`src/logic/rtc_flags_consts.svh`:
```
// constants of the event flag status register
`ifndef RTC_FLAGS_CONSTS_SVH
`define RTC_FLAGS_CONSTS_SVH
`define FLAG_REG_ADDR     8'h2B
`define PERIODIC_FLAG_BIT 7
`define ALARM2_FLAG_BIT   6
`define FLAG_RESET_VAL    1'b0
`define PERIODIC_NONE     2'h0
`define PERIODIC_SECOND   2'h1
`define PERIODIC_MINUTE   2'h2
`define PERIODIC_HOUR     2'h3
`define SECS_PER_MIN      6'h3B
`define MINS_PER_HOUR     6'h3B
`endif

```
`src/logic/rtc_flags_pkg.sv`:
```
// types of the event flag status register
`default_nettype none
package rtc_flags_pkg;
  typedef logic [1:0] periodic_sel_t;
  typedef struct packed {
    logic       periodic_event_flag;
    logic       second_alarm_flag;
    logic [5:0] sec_cnt;
    logic [5:0] min_cnt;
    logic       pulse;
    logic [7:0] rdata;
    logic       sec_s1;
    logic       sec_s2;
    logic       sec_s3;
    logic       alm_s1;
    logic       alm_s2;
    logic       alm_s3;
  } flag_state_t;
endpackage
`default_nettype wire

```
`src/logic/rtc_event_flag_status.sv`:
```
// event flag status register with periodic timer and alarm flag capture
// Notes on behaviour
// the flag register answers at register address 2Bh.
// bit 7 reads 1 while the periodic event flag is pending, else 0.
// writing 0 to bit 7 clears the periodic event flag.
// writing 1 to bit 7 leaves the periodic event flag as it was.
// bit 6 reads 1 while the second alarm flag is pending.
// bit 6 reads 0 when no second alarm event is pending.
// writing 0 to bit 6 clears the second alarm flag.
// the periodic event flag is set each time the selected periodic timer fires.
// periodic pulses keep coming whether or not the flag was cleared.
// writing 1 to bit 6 leaves the second alarm flag as it was.
`include "rtc_flags_consts.svh"
`timescale 1ns/1ps
`default_nettype none
module rtc_event_flag_status (
  input  wire logic                         i_clk,
  input  wire logic                         i_nrst,
  input  wire logic                         i_ce,
  input  wire logic                         i_sec_tick,
  input  wire logic                         i_alarm2_match,
  input  wire rtc_flags_pkg::periodic_sel_t i_periodic_sel,
  input  wire logic [7:0]                   i_addr,
  input  wire logic                         i_wr,
  input  wire logic                         i_rd,
  input  wire logic [7:0]                   i_wdata,
  output logic [7:0]                        o_rdata,
  output logic                              o_periodic_event_flag,
  output logic                              o_second_alarm_flag,
  output logic                              o_periodic_pulse
);
  import rtc_flags_pkg::*;

  flag_state_t state_r;
  flag_state_t state_nxt;

  // ----------------------------------------
  // address decode
  // ----------------------------------------
  // one decode shared by the write and read paths
  function automatic logic hits_flag_reg(input logic [7:0] addr);
    return addr == `FLAG_REG_ADDR;
  endfunction

  // ----------------------------------------
  // next state
  // ----------------------------------------
  always_comb begin
    logic sec_edge;
    logic alm_edge;
    logic fire;
    logic hit;
    logic [7:0] rd_val;
    sec_edge = 1'b0;
    alm_edge = 1'b0;
    fire = 1'b0;
    hit = 1'b0;
    rd_val = 8'h00;
    state_nxt = state_r;
    // pins from the time base domain: two flops before use
    state_nxt.sec_s1 = i_sec_tick;
    state_nxt.sec_s2 = state_r.sec_s1;
    state_nxt.sec_s3 = state_r.sec_s2;
    state_nxt.alm_s1 = i_alarm2_match;
    state_nxt.alm_s2 = state_r.alm_s1;
    state_nxt.alm_s3 = state_r.alm_s2;
    sec_edge = state_r.sec_s2 & ~state_r.sec_s3;
    alm_edge = state_r.alm_s2 & ~state_r.alm_s3;
    // disabled timers are held reset
    if (i_periodic_sel == `PERIODIC_NONE) begin
      state_nxt.sec_cnt = 6'h00;
      state_nxt.min_cnt = 6'h00;
    end else if (sec_edge) begin
      hit = (i_periodic_sel == `PERIODIC_SECOND);
      if (state_r.sec_cnt == `SECS_PER_MIN) begin
        state_nxt.sec_cnt = 6'h00;
        if (i_periodic_sel == `PERIODIC_MINUTE) begin
          hit = 1'b1;
        end
        if (state_r.min_cnt == `MINS_PER_HOUR) begin
          state_nxt.min_cnt = 6'h00;
          if (i_periodic_sel == `PERIODIC_HOUR) begin
            hit = 1'b1;
          end
        end else begin
          state_nxt.min_cnt = 6'(state_r.min_cnt + 6'h01);
        end
      end else begin
        state_nxt.sec_cnt = 6'(state_r.sec_cnt + 6'h01);
      end
    end
    fire = hit;
    // pulse independent of flag
    state_nxt.pulse = fire;
    // address decode
    if (i_wr && hits_flag_reg(i_addr)) begin
      // write zero clears
      // write one keeps
      if (!i_wdata[`PERIODIC_FLAG_BIT]) begin
        state_nxt.periodic_event_flag = 1'b0;
      end
      // write zero clears
      // write one keeps
      if (!i_wdata[`ALARM2_FLAG_BIT]) begin
        state_nxt.second_alarm_flag = 1'b0;
      end
    end
    // timer sets flag; set beats clear
    if (fire) begin
      state_nxt.periodic_event_flag = 1'b1;
    end
    // set beats clear for the alarm as well
    if (alm_edge) begin
      state_nxt.second_alarm_flag = 1'b1;
    end
    // periodic flag on bit 7
    rd_val[`PERIODIC_FLAG_BIT] = state_r.periodic_event_flag;
    // alarm flag on bit 6
    // R6 reads zero when idle
    rd_val[`ALARM2_FLAG_BIT] = state_r.second_alarm_flag;
    if (i_rd) begin
      state_nxt.rdata = hits_flag_reg(i_addr) ? rd_val : 8'h00;
    end
  end

  // ----------------------------------------
  // state register
  // ----------------------------------------
  always_ff @(posedge i_clk) begin
    if (!i_nrst) begin
      state_r <= '0;
    end else if (i_ce) begin
      state_r <= state_nxt;
    end
  end

  assign o_rdata               = state_r.rdata;
  assign o_periodic_event_flag = state_r.periodic_event_flag;
  assign o_second_alarm_flag   = state_r.second_alarm_flag;
  assign o_periodic_pulse      = state_r.pulse;
endmodule
`default_nettype wire

```
`config.mk`:
```
export PLATFORM = sky130hd
export DESIGN_NAME = rtc_event_flag_status
export DESIGN_NICKNAME = d
export VERILOG_FILES = /design/src/logic/rtc_flags_pkg.sv /design/src/logic/rtc_event_flag_status.sv
export VERILOG_INCLUDE_DIRS = /design/src /design/src/logic
export SDC_FILE = /design/constraint.sdc
export NUM_CORES = 1
export LEC_CHECK = 0
export ABC_AREA = 0
export BUFFER_PORTS_ARGS = -buffer_cell sky130_fd_sc_hd__buf_2
export CAP_MARGIN = 20
export CORE_MARGIN = 4
export CORE_UTILIZATION = 50
export DETAILED_ROUTE_END_ITERATION = 16
export GPL_TIMING_DRIVEN = 0
export PLACE_DENSITY_LB_ADDON = 0.15
export SLEW_MARGIN = 20
export SYNTH_ARGS = -nofsm -noshare
export SYNTH_HDL_FRONTEND = slang
export SYNTH_SLANG_ARGS = --single-unit
```
`constraint.sdc`:
```
create_clock -name i_clk -period 2.3 [get_ports i_clk]
set_input_delay 0.23 -clock i_clk [delete_from_list [all_inputs] [get_ports i_clk]]
set_output_delay 0.23 -clock i_clk [all_outputs]
set_load 0.1 [all_outputs]
```
; After elaboration in Yosys (flattened, before gate mapping)
; Cells that the tools add are included.
[word_totals]
reg_bits = 29
latchBits = 0
mem_bits_rw = 0
romBits = 0
in_bits = 25
out_inout_bits = 11
wordCells = 54
n_memories = 0
[op_classes]
n_addsub = 2
mul = 0
div_mod_pow = 0
order_cmp = 0
eq_ne = 8
shift = 0
muxes = 17
bitwise_logic = 4
n_reduce_logical = 11
[ops]
columns = cell, n
row1 = 12-bit 2-to-1 mux, 2
row2 = 6-bit 2-to-1 mux, 3
row3 = 6-bit by 1-bit adder with 6-bit output (second input constant), 2
row4 = 6-bit equality test (second input constant), 2
row5 = 1-bit 2-to-1 mux, 10
row6 = 3-bit AND reduction, 3
row7 = 8-bit by 6-bit equality test with 1-bit output (second input constant), 1
row8 = 8-bit 2-to-1 mux, 1
row9 = 2-bit nonzero test, 4
row10 = 2-bit equality test (second input constant), 2
row11 = 2-bit by 1-bit != test with 1-bit output (second input constant), 2
row12 = 2-bit AND reduction, 2
row13 = 1-bit AND, 2
row14 = 2-bit by 1-bit equality test with 1-bit output (second input constant), 1
row15 = 2-bit zero test, 1
row16 = 2-bit 2-to-1 mux, 1
row17 = 1-bit inverter, 2
row18 = 1-bit logical AND, 1

; Depth between registers and ports, before layout
; Gate-level depths: netlist of the first run.
[depth]
depth_word = 9
depth_mapped = 7
mapped_depth_nobuf = 6

; Least setup slack after synthesis of the first run
; Ideal clock, no wire load.
[synth_timing]
kind = register to register
start = register state_r[15] in the netlist's numbering
end = register state_r[19] in the netlist's numbering
setup_ns = 0.088
arrival_ns = 1.303
t_required_ns = 2.212
setup_slack_ns = 0.909
path_stages_with_launch = 6
path_buffers = 0
period_less_slack_ns = 1.391
cell_sequence = dfxtp_1 > ha_1 > and4b_1 > a21oi_2 > nand2_2 > o32ai_2
[synth_between]
elab_chain_len = 5
word_cells_on_any_way = 6
cone_classes = 1 x add/sub / 1 x eq/ne / 4 x mux
[synth_lines]
columns = element, line_no
row1 = "start, declared", rtc_event_flag_status.sv:34  ; flag_state_t state_r;
row2 = "start signal, assigned", rtc_event_flag_status.sv:133  ; state_r <= state_nxt;
row3 = 6-bit by 1-bit adder with 6-bit output or 6-bit equality test (tied branches), n/a
row4 = 6-bit 2-to-1 mux *, rtc_event_flag_status.sv:80  ; if (state_r.min_cnt == `MINS_PER_HOUR) begin
row5 = 6-bit 2-to-1 mux *, rtc_event_flag_status.sv:75  ; if (state_r.sec_cnt == `SECS_PER_MIN) begin
row6 = 12-bit 2-to-1 mux *, rtc_event_flag_status.sv:73  ; end else if (sec_edge) begin
row7 = 12-bit 2-to-1 mux *, rtc_event_flag_status.sv:70  ; if (i_periodic_sel == `PERIODIC_NONE) begin
; Mark *: on every way between the ends. The rest lies on a longest branch, timed or not. The select of a mux whose other input is x is not followed.
; A chain may end at the register's enable or synchronous reset.

; Final worst setup path of the first run
; Ends and elaborated chain as after synthesis.

==> out/qor.txt, run 1 <==
R2R cell count - 5
Seq/Total Area, Yosys - 36.3%
Hold Path Cell Cnt - 3
Core area - 2320 um^2
RR Endpoint - state_r[19]$_SDFFE_PN0P_
Vias - 1065
Startpoint Class - flip-flop
Antenna violations before repair - 0
Worst r2r src - state_r[15]$_SDFFE_PN0P_
GR Util All Layers - 16.1%
CP Class - reg2reg
Gate Count Post-Synth - 134
Most used DFF post-synth - dfxtp_1
Die ar. - 3410 um^2
Worst EP arrival - 1.86 ns
Clock Power Share - 25.8%
Worst-path fanout max - 5
Crit path launch - state_r[15]$_SDFFE_PN0P_
CTS resizes - 0
CP required - 2.54 ns
Post-CTS Hold Buffers - 0
Iteration-0 DRC Markers - 33
Asr flop ratio synth - 0%
Placed cell areas - 1430 um^2
Syn. warnings - 0
Buf+Inv Stages, Crit Path - 0
Status - completed
Sw frac - 29.7%
Int Pwr - 511 uW
Initial core utilization - 54.8%
Min-Delay Path Class - in2reg
Share of post-route cells with drive strength above 1 - 26.1%
Non-Filler Cell Area, Final - 1460 um^2
Fillers - 205
Worst skew pair latency - 0.32 ns
Antenna Violating Nets Remaining - 0
Leakage - 0.000654 uW
Max-slew violation count - 0
Largest net degree at the start of global routing - 14
Worst Setup EP - state_r[19]$_SDFFE_PN0P_
Top post-synthesis cells by count - 23 x dfxtp_1, 10 x nand2_1, 9 x nor2b_1, 8 x buf_4, 8 x mux2i_1
Diodes inserted - 0
CP endpoint kind - flip-flop
Vias in the first global route - 1003
Die W - 58.4 um
Fin crit share - 70.6%
Top post-synthesis cells by area - dfxtp_1 36%, mux2i_1 6.3%, buf_4 4.7%
# DRC - 0
WP depth - 5
Post-detail-place hpwl - 1980 um
Root cell of the clock tree - clkbuf_4
Register bit total from synthesis - 23
Setup bufs post-CTS - 0
FMAX - 0.616 GHz
Worst IR Drop VDD - 0.000519 V
Seq pwr share - 56.5%
Clock transition at the registers of the reported paths - 0.13 ns
Count leader, synth - dfxtp_1
Sw power - 216 uW
RD Place Congestion - 0.807
CTS H-tree depth - 1
Yosys top cell by area - dfxtp_1
R2R Setup Slk - 0.68 ns
Post-synth EDFFs - 0
Worst hold slack - 0.167 ns
Share of the synthesized area in the top cell type - 36.3%
Crit-path slowest cell - dfxtp_1
Final core occ - 63.0%
Nets - 195
Total grt overflow - 0
TritonCTS Buffers - 3
Crit path time final - 1.62 ns
Overall power - 727 uW
Kind of cell adding the most delay to the critical path - compound AO/OA/AOI/OAI gates
Area Overhead vs Synth - 15.1%
CP cell instances - ha_1 -> and4b_1 -> a21oi_2 -> nand2_2 -> o32ai_2
Synth unique cells - 43
First-pass GRT wire length - 4370 um
Die height - 58.4 um
CTS Buffer Depth - 2
Mapped Area - 1270 um^2
Sink Count - 23
P per Cell Area - 497 nW/um^2
CTS tree - yes
Boundary Pins - 36
Slowest stage delay, CP - 0.38 ns
Max-cap viol count - 0
Cell Rows - 17
Number of buffers inserted by port buffering - 22
Final setup fails - 0
Fin. Hold Viols - 0
Comb power frac - 17.6%
Routed WL per cell - 13.8 um
RSZ-0062 raised after global routing - false
Syn avg cell area - 9.48 um^2
Final WL - 2670 um
TNS Setup - 0 ns
Vias per inst - 5.52
Worst clock skew - 0.00764 ns
1st-pass router iterations - 4
==> flip-flops by register name, summed over array words and instances, names as in the netlist <==
signal                 cells
state_r                   14
state_nxt                  4
o_rdata                    2
o_periodic_event_flag      1
o_periodic_pulse           1
o_second_alarm_flag        1
==> worst min path at each step <==
stage	startpoint	to	slack, ns
2_1_floorplan	i_nrst	state_r[15]$_SDFFE_PN0P_	0.39
3_3_place_gp	o_rdata[6]$_SDFFE_PN0P_	o_rdata[6]$_SDFFE_PN0P_	0.44
3_5_place_dp	o_rdata[6]$_SDFFE_PN0P_	o_rdata[6]$_SDFFE_PN0P_	0.45
4_1_cts	i_alarm2_match	state_nxt[1]$_SDFFE_PN0P_	0.17
5_1_grt	i_sec_tick	state_nxt[4]$_SDFFE_PN0P_	0.16
6_report	i_alarm2_match	state_nxt[1]$_SDFFE_PN0P_	0.17
==> cells in the final DEF, fill, tap and decap left out, types with 2 or more instances in the layout <==
cell type,n
nand3b_1,4
nor2_1,7
nand2_1,10
conb_1,6
inv_1,2
o21a_1,3
o211ai_1,2
xor2_1,5
buf_4,8
nand3_1,3
clkbuf_1,2
nand4_1,4
and4_1,2
nor2b_1,9
and3_1,3
dfxtp_1,23
buf_2,24
clkbuf_4,3
nand2b_1,3
mux2i_1,8
o22ai_1,3
ha_1,4
a21boi_1,5
==> kinds of logic after synthesis <==
group / after synthesis / synth area share [%]
other: 1 / 0.295
buffers and inverters: 15 / 7.59
adders and majority gates: 4 / 3.94
xor gates and xnor gates: 5 / 3.45
muxes: 8 / 6.31
AOI/OAI and AO/OA: 25 / 16.1
DFF: 23 / 36.3
and+or+nand+nor: 53 / 26.1
==> layout make-up <==
class | count | area, um^2 | share of cell area [%]
clock buffer | 3 | 22.5 | 1.54
buffer | 13 | 88.8 | 6.08
tap | 28 | 35.0 | 2.40
sequential | 23 | 460 | 31.5
multi-input combinational | 101 | 732 | 50.1
clock inverter | 1 | 5.00 | 0.342
inverter | 2 | 7.51 | 0.514
timing repair buffer | 22 | 110 | 7.53
==> tightest hold or removal path: cells and delay by family <==
family,cells,cell delay [ns]
buffers and inverters,1,0.08
muxes,1,0.05
and+or+nand+nor,1,0.10
==> stage by stage <==
step                instances  setup WS (ns)
CTS                       193          0.682
detailed placement        189          0.737
finish                    193          0.677
global placement          189          0.783
floorplan                 139          0.909
global route              193          0.555
==> power groups by stage <==
stage / logic (uW) / clock network (uW) / registers (uW)
global route: 138 / 206 / 412
finish: 128 / 188 / 411
CTS: 128 / 191 / 411
floorplan: 95.7 / 0 / 423
detailed placement: 127 / 0 / 420
global placement: 125 / 0 / 419
==> per-layer routing <==
metal,up-vias,part of all wire [%],track usage (%)
met3,4,4.8,5.04
met4,0,0.45,3.64
met1,504,43,18.3
met5,-,0,0
met2,27,52,29.2
li1,530,-,-
No activity file was read; power rests on OpenSTA's default activity.
==> inputs of run 2 (changes only) <==
clock period = 1.65 ns   (was 2.3 ns; I/O delays follow)
==> out/qor.txt, run 2 (synthesis gave the netlist of run 1 again) <==
Diodes inserted - 0 (unchanged)
Seq pwr share - 56.1% (-0.4 points)
Overall power - 1020 uW (+40%)
Clock Power Share - 25.8% (about the same)
1st-pass router iterations - 4 (unchanged)
CTS H-tree depth - 1 (unchanged)
P per Cell Area - 682 nW/um^2 (+37%)
Leakage - 0.000673 uW (+2.8%)
Kind of cell adding the most delay to the critical path - compound AO/OA/AOI/OAI gates
Routed WL per cell - 14.1 um (+2.0%)
CTS tree - yes
RD Place Congestion - 0.807 (unchanged)
Worst hold slack - 0.0962 ns (-0.0712 ns)
Final WL - 2770 um (+3.6%)
Worst-path fanout max - 4 (-1)
Post-detail-place hpwl - 1980 um (unchanged)
Antenna Violating Nets Remaining - 0 (unchanged)
Antenna violations before repair - 0 (unchanged)
Final core occ - 64.6% (+1.6 points)
Worst skew pair latency - 0.32 ns (about the same)
Number of buffers inserted by port buffering - 22 (unchanged)
Root cell of the clock tree - clkbuf_4
Comb power frac - 18.1% (+0.5 points)
Nets - 198 (+1.5%)
Most frequent cells in the layout - 24 x buf_2, 22 x dfxtp_1, 11 x buf_4
Core area - 2320 um^2 (unchanged)
Crit-path slowest cell - dfxtp_1
Clock transition at the registers of the reported paths - 0.13 ns (about the same)
Worst EP arrival - 1.85 ns (about the same)
Worst clock skew - 0.0130 ns (+0.00539 ns)
Final setup fails - 0 (unchanged)
CP required - 1.93 ns (-0.61 ns)
Die ar. - 3410 um^2 (unchanged)
CP endpoint kind - flip-flop
TritonCTS Buffers - 3 (unchanged)
Die height - 58.4 um (unchanged)
Boundary Pins - 36 (unchanged)
Vias - 1070 (+0.47%)
CP Class - reg2reg
Total grt overflow - 0 (unchanged)
Initial core utilization - 54.8% (unchanged)
Post-CTS Hold Buffers - 0 (unchanged)
Sw frac - 29.8% (+0.11 points)
Max-slew violation count - 0 (unchanged)
Largest net degree at the start of global routing - 14 (unchanged)
GR Util All Layers - 16.1% (unchanged)
Startpoint Class - flip-flop
# DRC - 0 (unchanged)
Min-Delay Path Class - in2reg
Number of flip-flops in the largest register - 14 (unchanged)
Leading cell type in the layout, fill and taps excluded - buf_2
Int Pwr - 716 uW (+40%)
Non-Filler Cell Area, Final - 1500 um^2 (+2.5%)
Die W - 58.4 um (unchanged)
Largest Register - state_r
Worst IR Drop VDD - 0.000728 V (+40%)
Status - completed
RSZ-0062 raised after global routing - true
CP cell instances - ha_1 -> and4b_1 -> a21oi_1 -> a211oi_2 -> o21a_1
Slowest stage delay, CP - 0.41 ns (+0.03 ns)
Placed cell areas - 1430 um^2 (unchanged)
Share of post-route cells with drive strength above 1 - 28.6% (+2.5 points)
Fin crit share - 95.6% (+25 points)
Iteration-0 DRC Markers - 39 (+18%)
Cell Rows - 17 (unchanged)
Area Overhead vs Synth - 17.9%
Crit path time final - 1.58 ns (-0.0461 ns)
Sink Count - 23 (unchanged)
Vias in the first global route - 1003 (unchanged)
FMAX - 0.634 GHz (+2.9%)
Sw power - 305 uW (+41%)
Fin. Hold Viols - 0 (unchanged)
Buf+Inv Stages, Crit Path - 0 (unchanged)
Max-cap viol count - 0 (unchanged)
Vias per inst - 5.46 (-1.1%)
CTS Buffer Depth - 2 (unchanged)
First-pass GRT wire length - 4370 um (unchanged)
==> run 2: cell count changes in the layout (fill, tap and decap cells not counted), sizes merged <==
cell / before / now
buf: 33 / 36
==> run 2: final cells by class <==
class	instances	area (um^2)
fill	202	821
multi-input combinational	101	744
sequential	23	462
timing repair buffer	25	133
buffer	13	88.8
tap	28	35.0
clock buffer	3	22.5
inverter	2	7.51
clock inverter	1	5.00
==> run 2: worst min-delay path: cells and delay by family <==
kind | cells | cell delay (ns)
buffers and inverters | 1 | 0.08
muxes | 1 | 0.05
and+or+nand+nor | 1 | 0.10
==> run 2: routing by layer <==
layer  up-vias  track usage (%)  part of all wire, %  wire length [um]
li1        537                -                    -                 -
met1       502             18.3                   41              1140
met2        27             29.2                   54              1480
met3         4             5.04                  4.8               132
met4         0             3.64                 0.40                11
met5         -                0                    0                 0
==> run 2: through the flow <==
step           instances  setup slack [ns]  setup TNS [ns]
6_report             196            0.0729               0
5_1_grt              196           -0.0191         -0.0539
4_1_cts              193            0.0319               0
3_5_place_dp         189            0.0869               0
3_3_place_gp         189             0.133               0
2_1_floorplan        139             0.259               0
==> run 2: what timing repair did <==
action / CTS / global route
buffers inserted: 0 / 3
setup endpoints to repair: 0 / 6
gates resized for setup: 0 / 3
==> run 2: power groups by stage <==
stage	Clock, uW	Sequential, uW	Combinational (uW)
2_1_floorplan	0	589	133
3_3_place_gp	0	584	174
3_5_place_dp	0	585	177
4_1_cts	266	573	178
5_1_grt	287	575	199
6_report	263	573	185
==> run 2: final timing paths <==
| path | slack (ns) | start | cells after the start | endpoint |
|---|---|---|---|---|
| setup / recovery | 0.07 | state_r[16]$_SDFFE_PN0P_ | 5 | o_periodic_event_flag$_SDFFE_PN0P_ |
| hold / removal | 0.1 | i_alarm2_match | 3 | state_nxt[1]$_SDFFE_PN0P_ |
| setup reg to reg | 0.07 | state_r[16]$_SDFFE_PN0P_ | 5 | o_periodic_event_flag$_SDFFE_PN0P_ |
| hold reg to reg | 0.46 | o_rdata[6]$_SDFFE_PN0P_ | 2 | o_rdata[6]$_SDFFE_PN0P_ |
==> inputs of run 3 (changes only) <==
GPL_ROUTABILITY_DRIVEN = 0   (was default)
clock period = 1.7 ns   (was 1.65 ns; I/O delays follow)
==> out/qor.txt, run 3 (synthesis gave the netlist of run 1 again) <==
Status - completed
Core area - 2320 um^2 (unchanged)
Die height - 58.4 um (unchanged)
First-pass GRT wire length - 4370 um (unchanged)
RSZ-0062 raised after global routing - false
Vias in the first global route - 1003 (unchanged)
Worst skew pair latency - 0.31 ns (about the same)
Slowest stage delay, CP - 0.38 ns (-0.03 ns)
Startpoint Class - flip-flop
CTS Buffer Depth - 2 (unchanged)
Final setup fails - 0 (unchanged)
Share of post-route cells with drive strength above 1 - 26.7% (-1.9 points)
CP cell instances - ha_1 -> and4b_1 -> a21oi_2 -> nand2_2 -> o32ai_2
Diodes inserted - 0 (unchanged)
Non-Filler Cell Area, Final - 1470 um^2 (-2.1%)
Max-cap viol count - 0 (unchanged)
GR Util All Layers - 16.1% (unchanged)
Boundary Pins - 36 (unchanged)
P per Cell Area - 670 nW/um^2 (-1.7%)
CP Class - reg2reg
Max-slew violation count - 0 (unchanged)
Total grt overflow - 0 (unchanged)
Worst clock skew - 0.00892 ns (-0.00411 ns)
# DRC - 0 (unchanged)
DP Cell Count - 189 (unchanged)
Post-detail-place hpwl - 1980 um (unchanged)
FMAX - 0.613 GHz (-3.3%)
Root cell of the clock tree - clkbuf_4
CTS tree - yes
Die W - 58.4 um (unchanged)
Fin. Hold Viols - 0 (unchanged)
Leakage - 0.000655 uW (-2.6%)
Fin crit share - 95.9% (+0.33 points)
Final WL - 2700 um (-2.5%)
Fillers - 206 (+2.0%)
Number of buffers inserted by port buffering - 22 (unchanged)
1st-pass router iterations - 5 (+1)
Antenna Violating Nets Remaining - 0 (unchanged)
Buf+Inv Stages, Crit Path - 0 (unchanged)
Sink Count - 23 (unchanged)
Area Overhead vs Synth - 15.5%
Kind of cell adding the most delay to the critical path - compound AO/OA/AOI/OAI gates
Crit-path slowest cell - dfxtp_1
Crit path time final - 1.63 ns (+0.0534 ns)
Number of flip-flops in the largest register - 14 (unchanged)
Worst EP arrival - 1.87 ns (+0.02 ns)
CP required - 1.94 ns (about the same)
Leading cell type in the layout, fill and taps excluded - buf_2
Worst-path fanout max - 5 (+1)
CTS H-tree depth - 1 (unchanged)
TritonCTS Buffers - 3 (unchanged)
Nets - 195 (-1.5%)
Worst IR Drop VDD - 0.000701 V (-3.7%)
Clock transition at the registers of the reported paths - 0.13 ns (about the same)
Placed cell areas - 1430 um^2 (unchanged)
Vias - 1085 (+1.4%)
Die ar. - 3410 um^2 (unchanged)
Largest Register - state_r
Min-Delay Path Class - in2reg
CP endpoint kind - flip-flop
Iteration-0 DRC Markers - 30 (-23%)
Initial core utilization - 54.8% (unchanged)
TNS Setup - 0 ns (unchanged)
Vias per inst - 5.62 (+3.0%)
Final non-filler cell total - 193 (-1.5%)
Antenna violations before repair - 0 (unchanged)
Most frequent cells in the layout - 24 x buf_2, 23 x dfxtp_1, 10 x nand2_1
Largest net degree at the start of global routing - 14 (unchanged)
Cell Rows - 17 (unchanged)
Post-CTS Hold Buffers - 0 (unchanged)
Routed WL per cell - 14.0 um (-0.98%)
## run 3: changes by cell type in the layout (fill, tap and decap cells not counted)
| cell | before | now |
|---|---|---|
| buf_4 | 11 | 8 |
| a21oi_2 | 0 | 1 |
| dfxtp_1 | 22 | 23 |
| dfxtp_2 | 1 | 0 |
| a21oi_4 | 1 | 0 |
## run 3: what timing repair did
item	CTS	global route
buffers inserted	0	0
resized for setup	0	1
endpoints found under the setup margin	0	2
## run 3: final cells by class
| class | count | area, um^2 | area share, % |
|---|---|---|---|
| buffer | 13 | 88.8 | 6.06 |
| clock buffer | 3 | 22.5 | 1.54 |
| clock inverter | 1 | 5.00 | 0.341 |
| inverter | 2 | 7.51 | 0.512 |
| multi-input combinational | 101 | 737 | 50.3 |
| sequential | 23 | 460 | 31.4 |
| tap | 28 | 35.0 | 2.39 |
| timing repair buffer | 22 | 110 | 7.51 |
## run 3: worst paths after layout
kind	slack [ns]	cells after the start	startpoint	end
worst min register to register	0.46	2	o_rdata[6]$_SDFFE_PN0P_	o_rdata[6]$_SDFFE_PN0P_
worst max-delay path	0.07	5	state_r[15]$_SDFFE_PN0P_	state_r[19]$_SDFFE_PN0P_
worst min-delay path	0.11	3	i_alarm2_match	state_nxt[1]$_SDFFE_PN0P_
worst max register to register	0.07	5	state_r[15]$_SDFFE_PN0P_	state_r[19]$_SDFFE_PN0P_
## run 3: through the flow
stage | hold slack, ns | utilization [%] | setup WS [ns] | total power [uW]
finish | 0.108 | 63.2 | 0.0695 | 983
global route | 0.103 | 63.2 | 0.00992 | 1020
CTS | 0.105 | 63.0 | 0.0819 | 987
detailed placement | 0.439 | 61.8 | 0.137 | 740
global placement | 0.430 | 61.8 | 0.183 | 736
floorplan | 0.333 | - | 0.309 | 701
## run 3: worst min-delay path: stages
cell	delay, ns
buf_2	0.08
mux2i_1	0.05
nor2b_1	0.10
## run 3: report_power, final
part	leakage, uW	internal, uW	switching [uW]
Clock	0.0000177	88.0	164
Combinational	0.000451	54.9	120
Sequential	0.000186	548	7.91
Total	0.000655	691	292
## run 3: per-layer routing
metal / track usage, % / part of all wire [%]
met5: 0 / 0
met4: 3.64 / 1.1
met3: 5.04 / 5.9
met2: 29.2 / 51
met1: 18.3 / 42
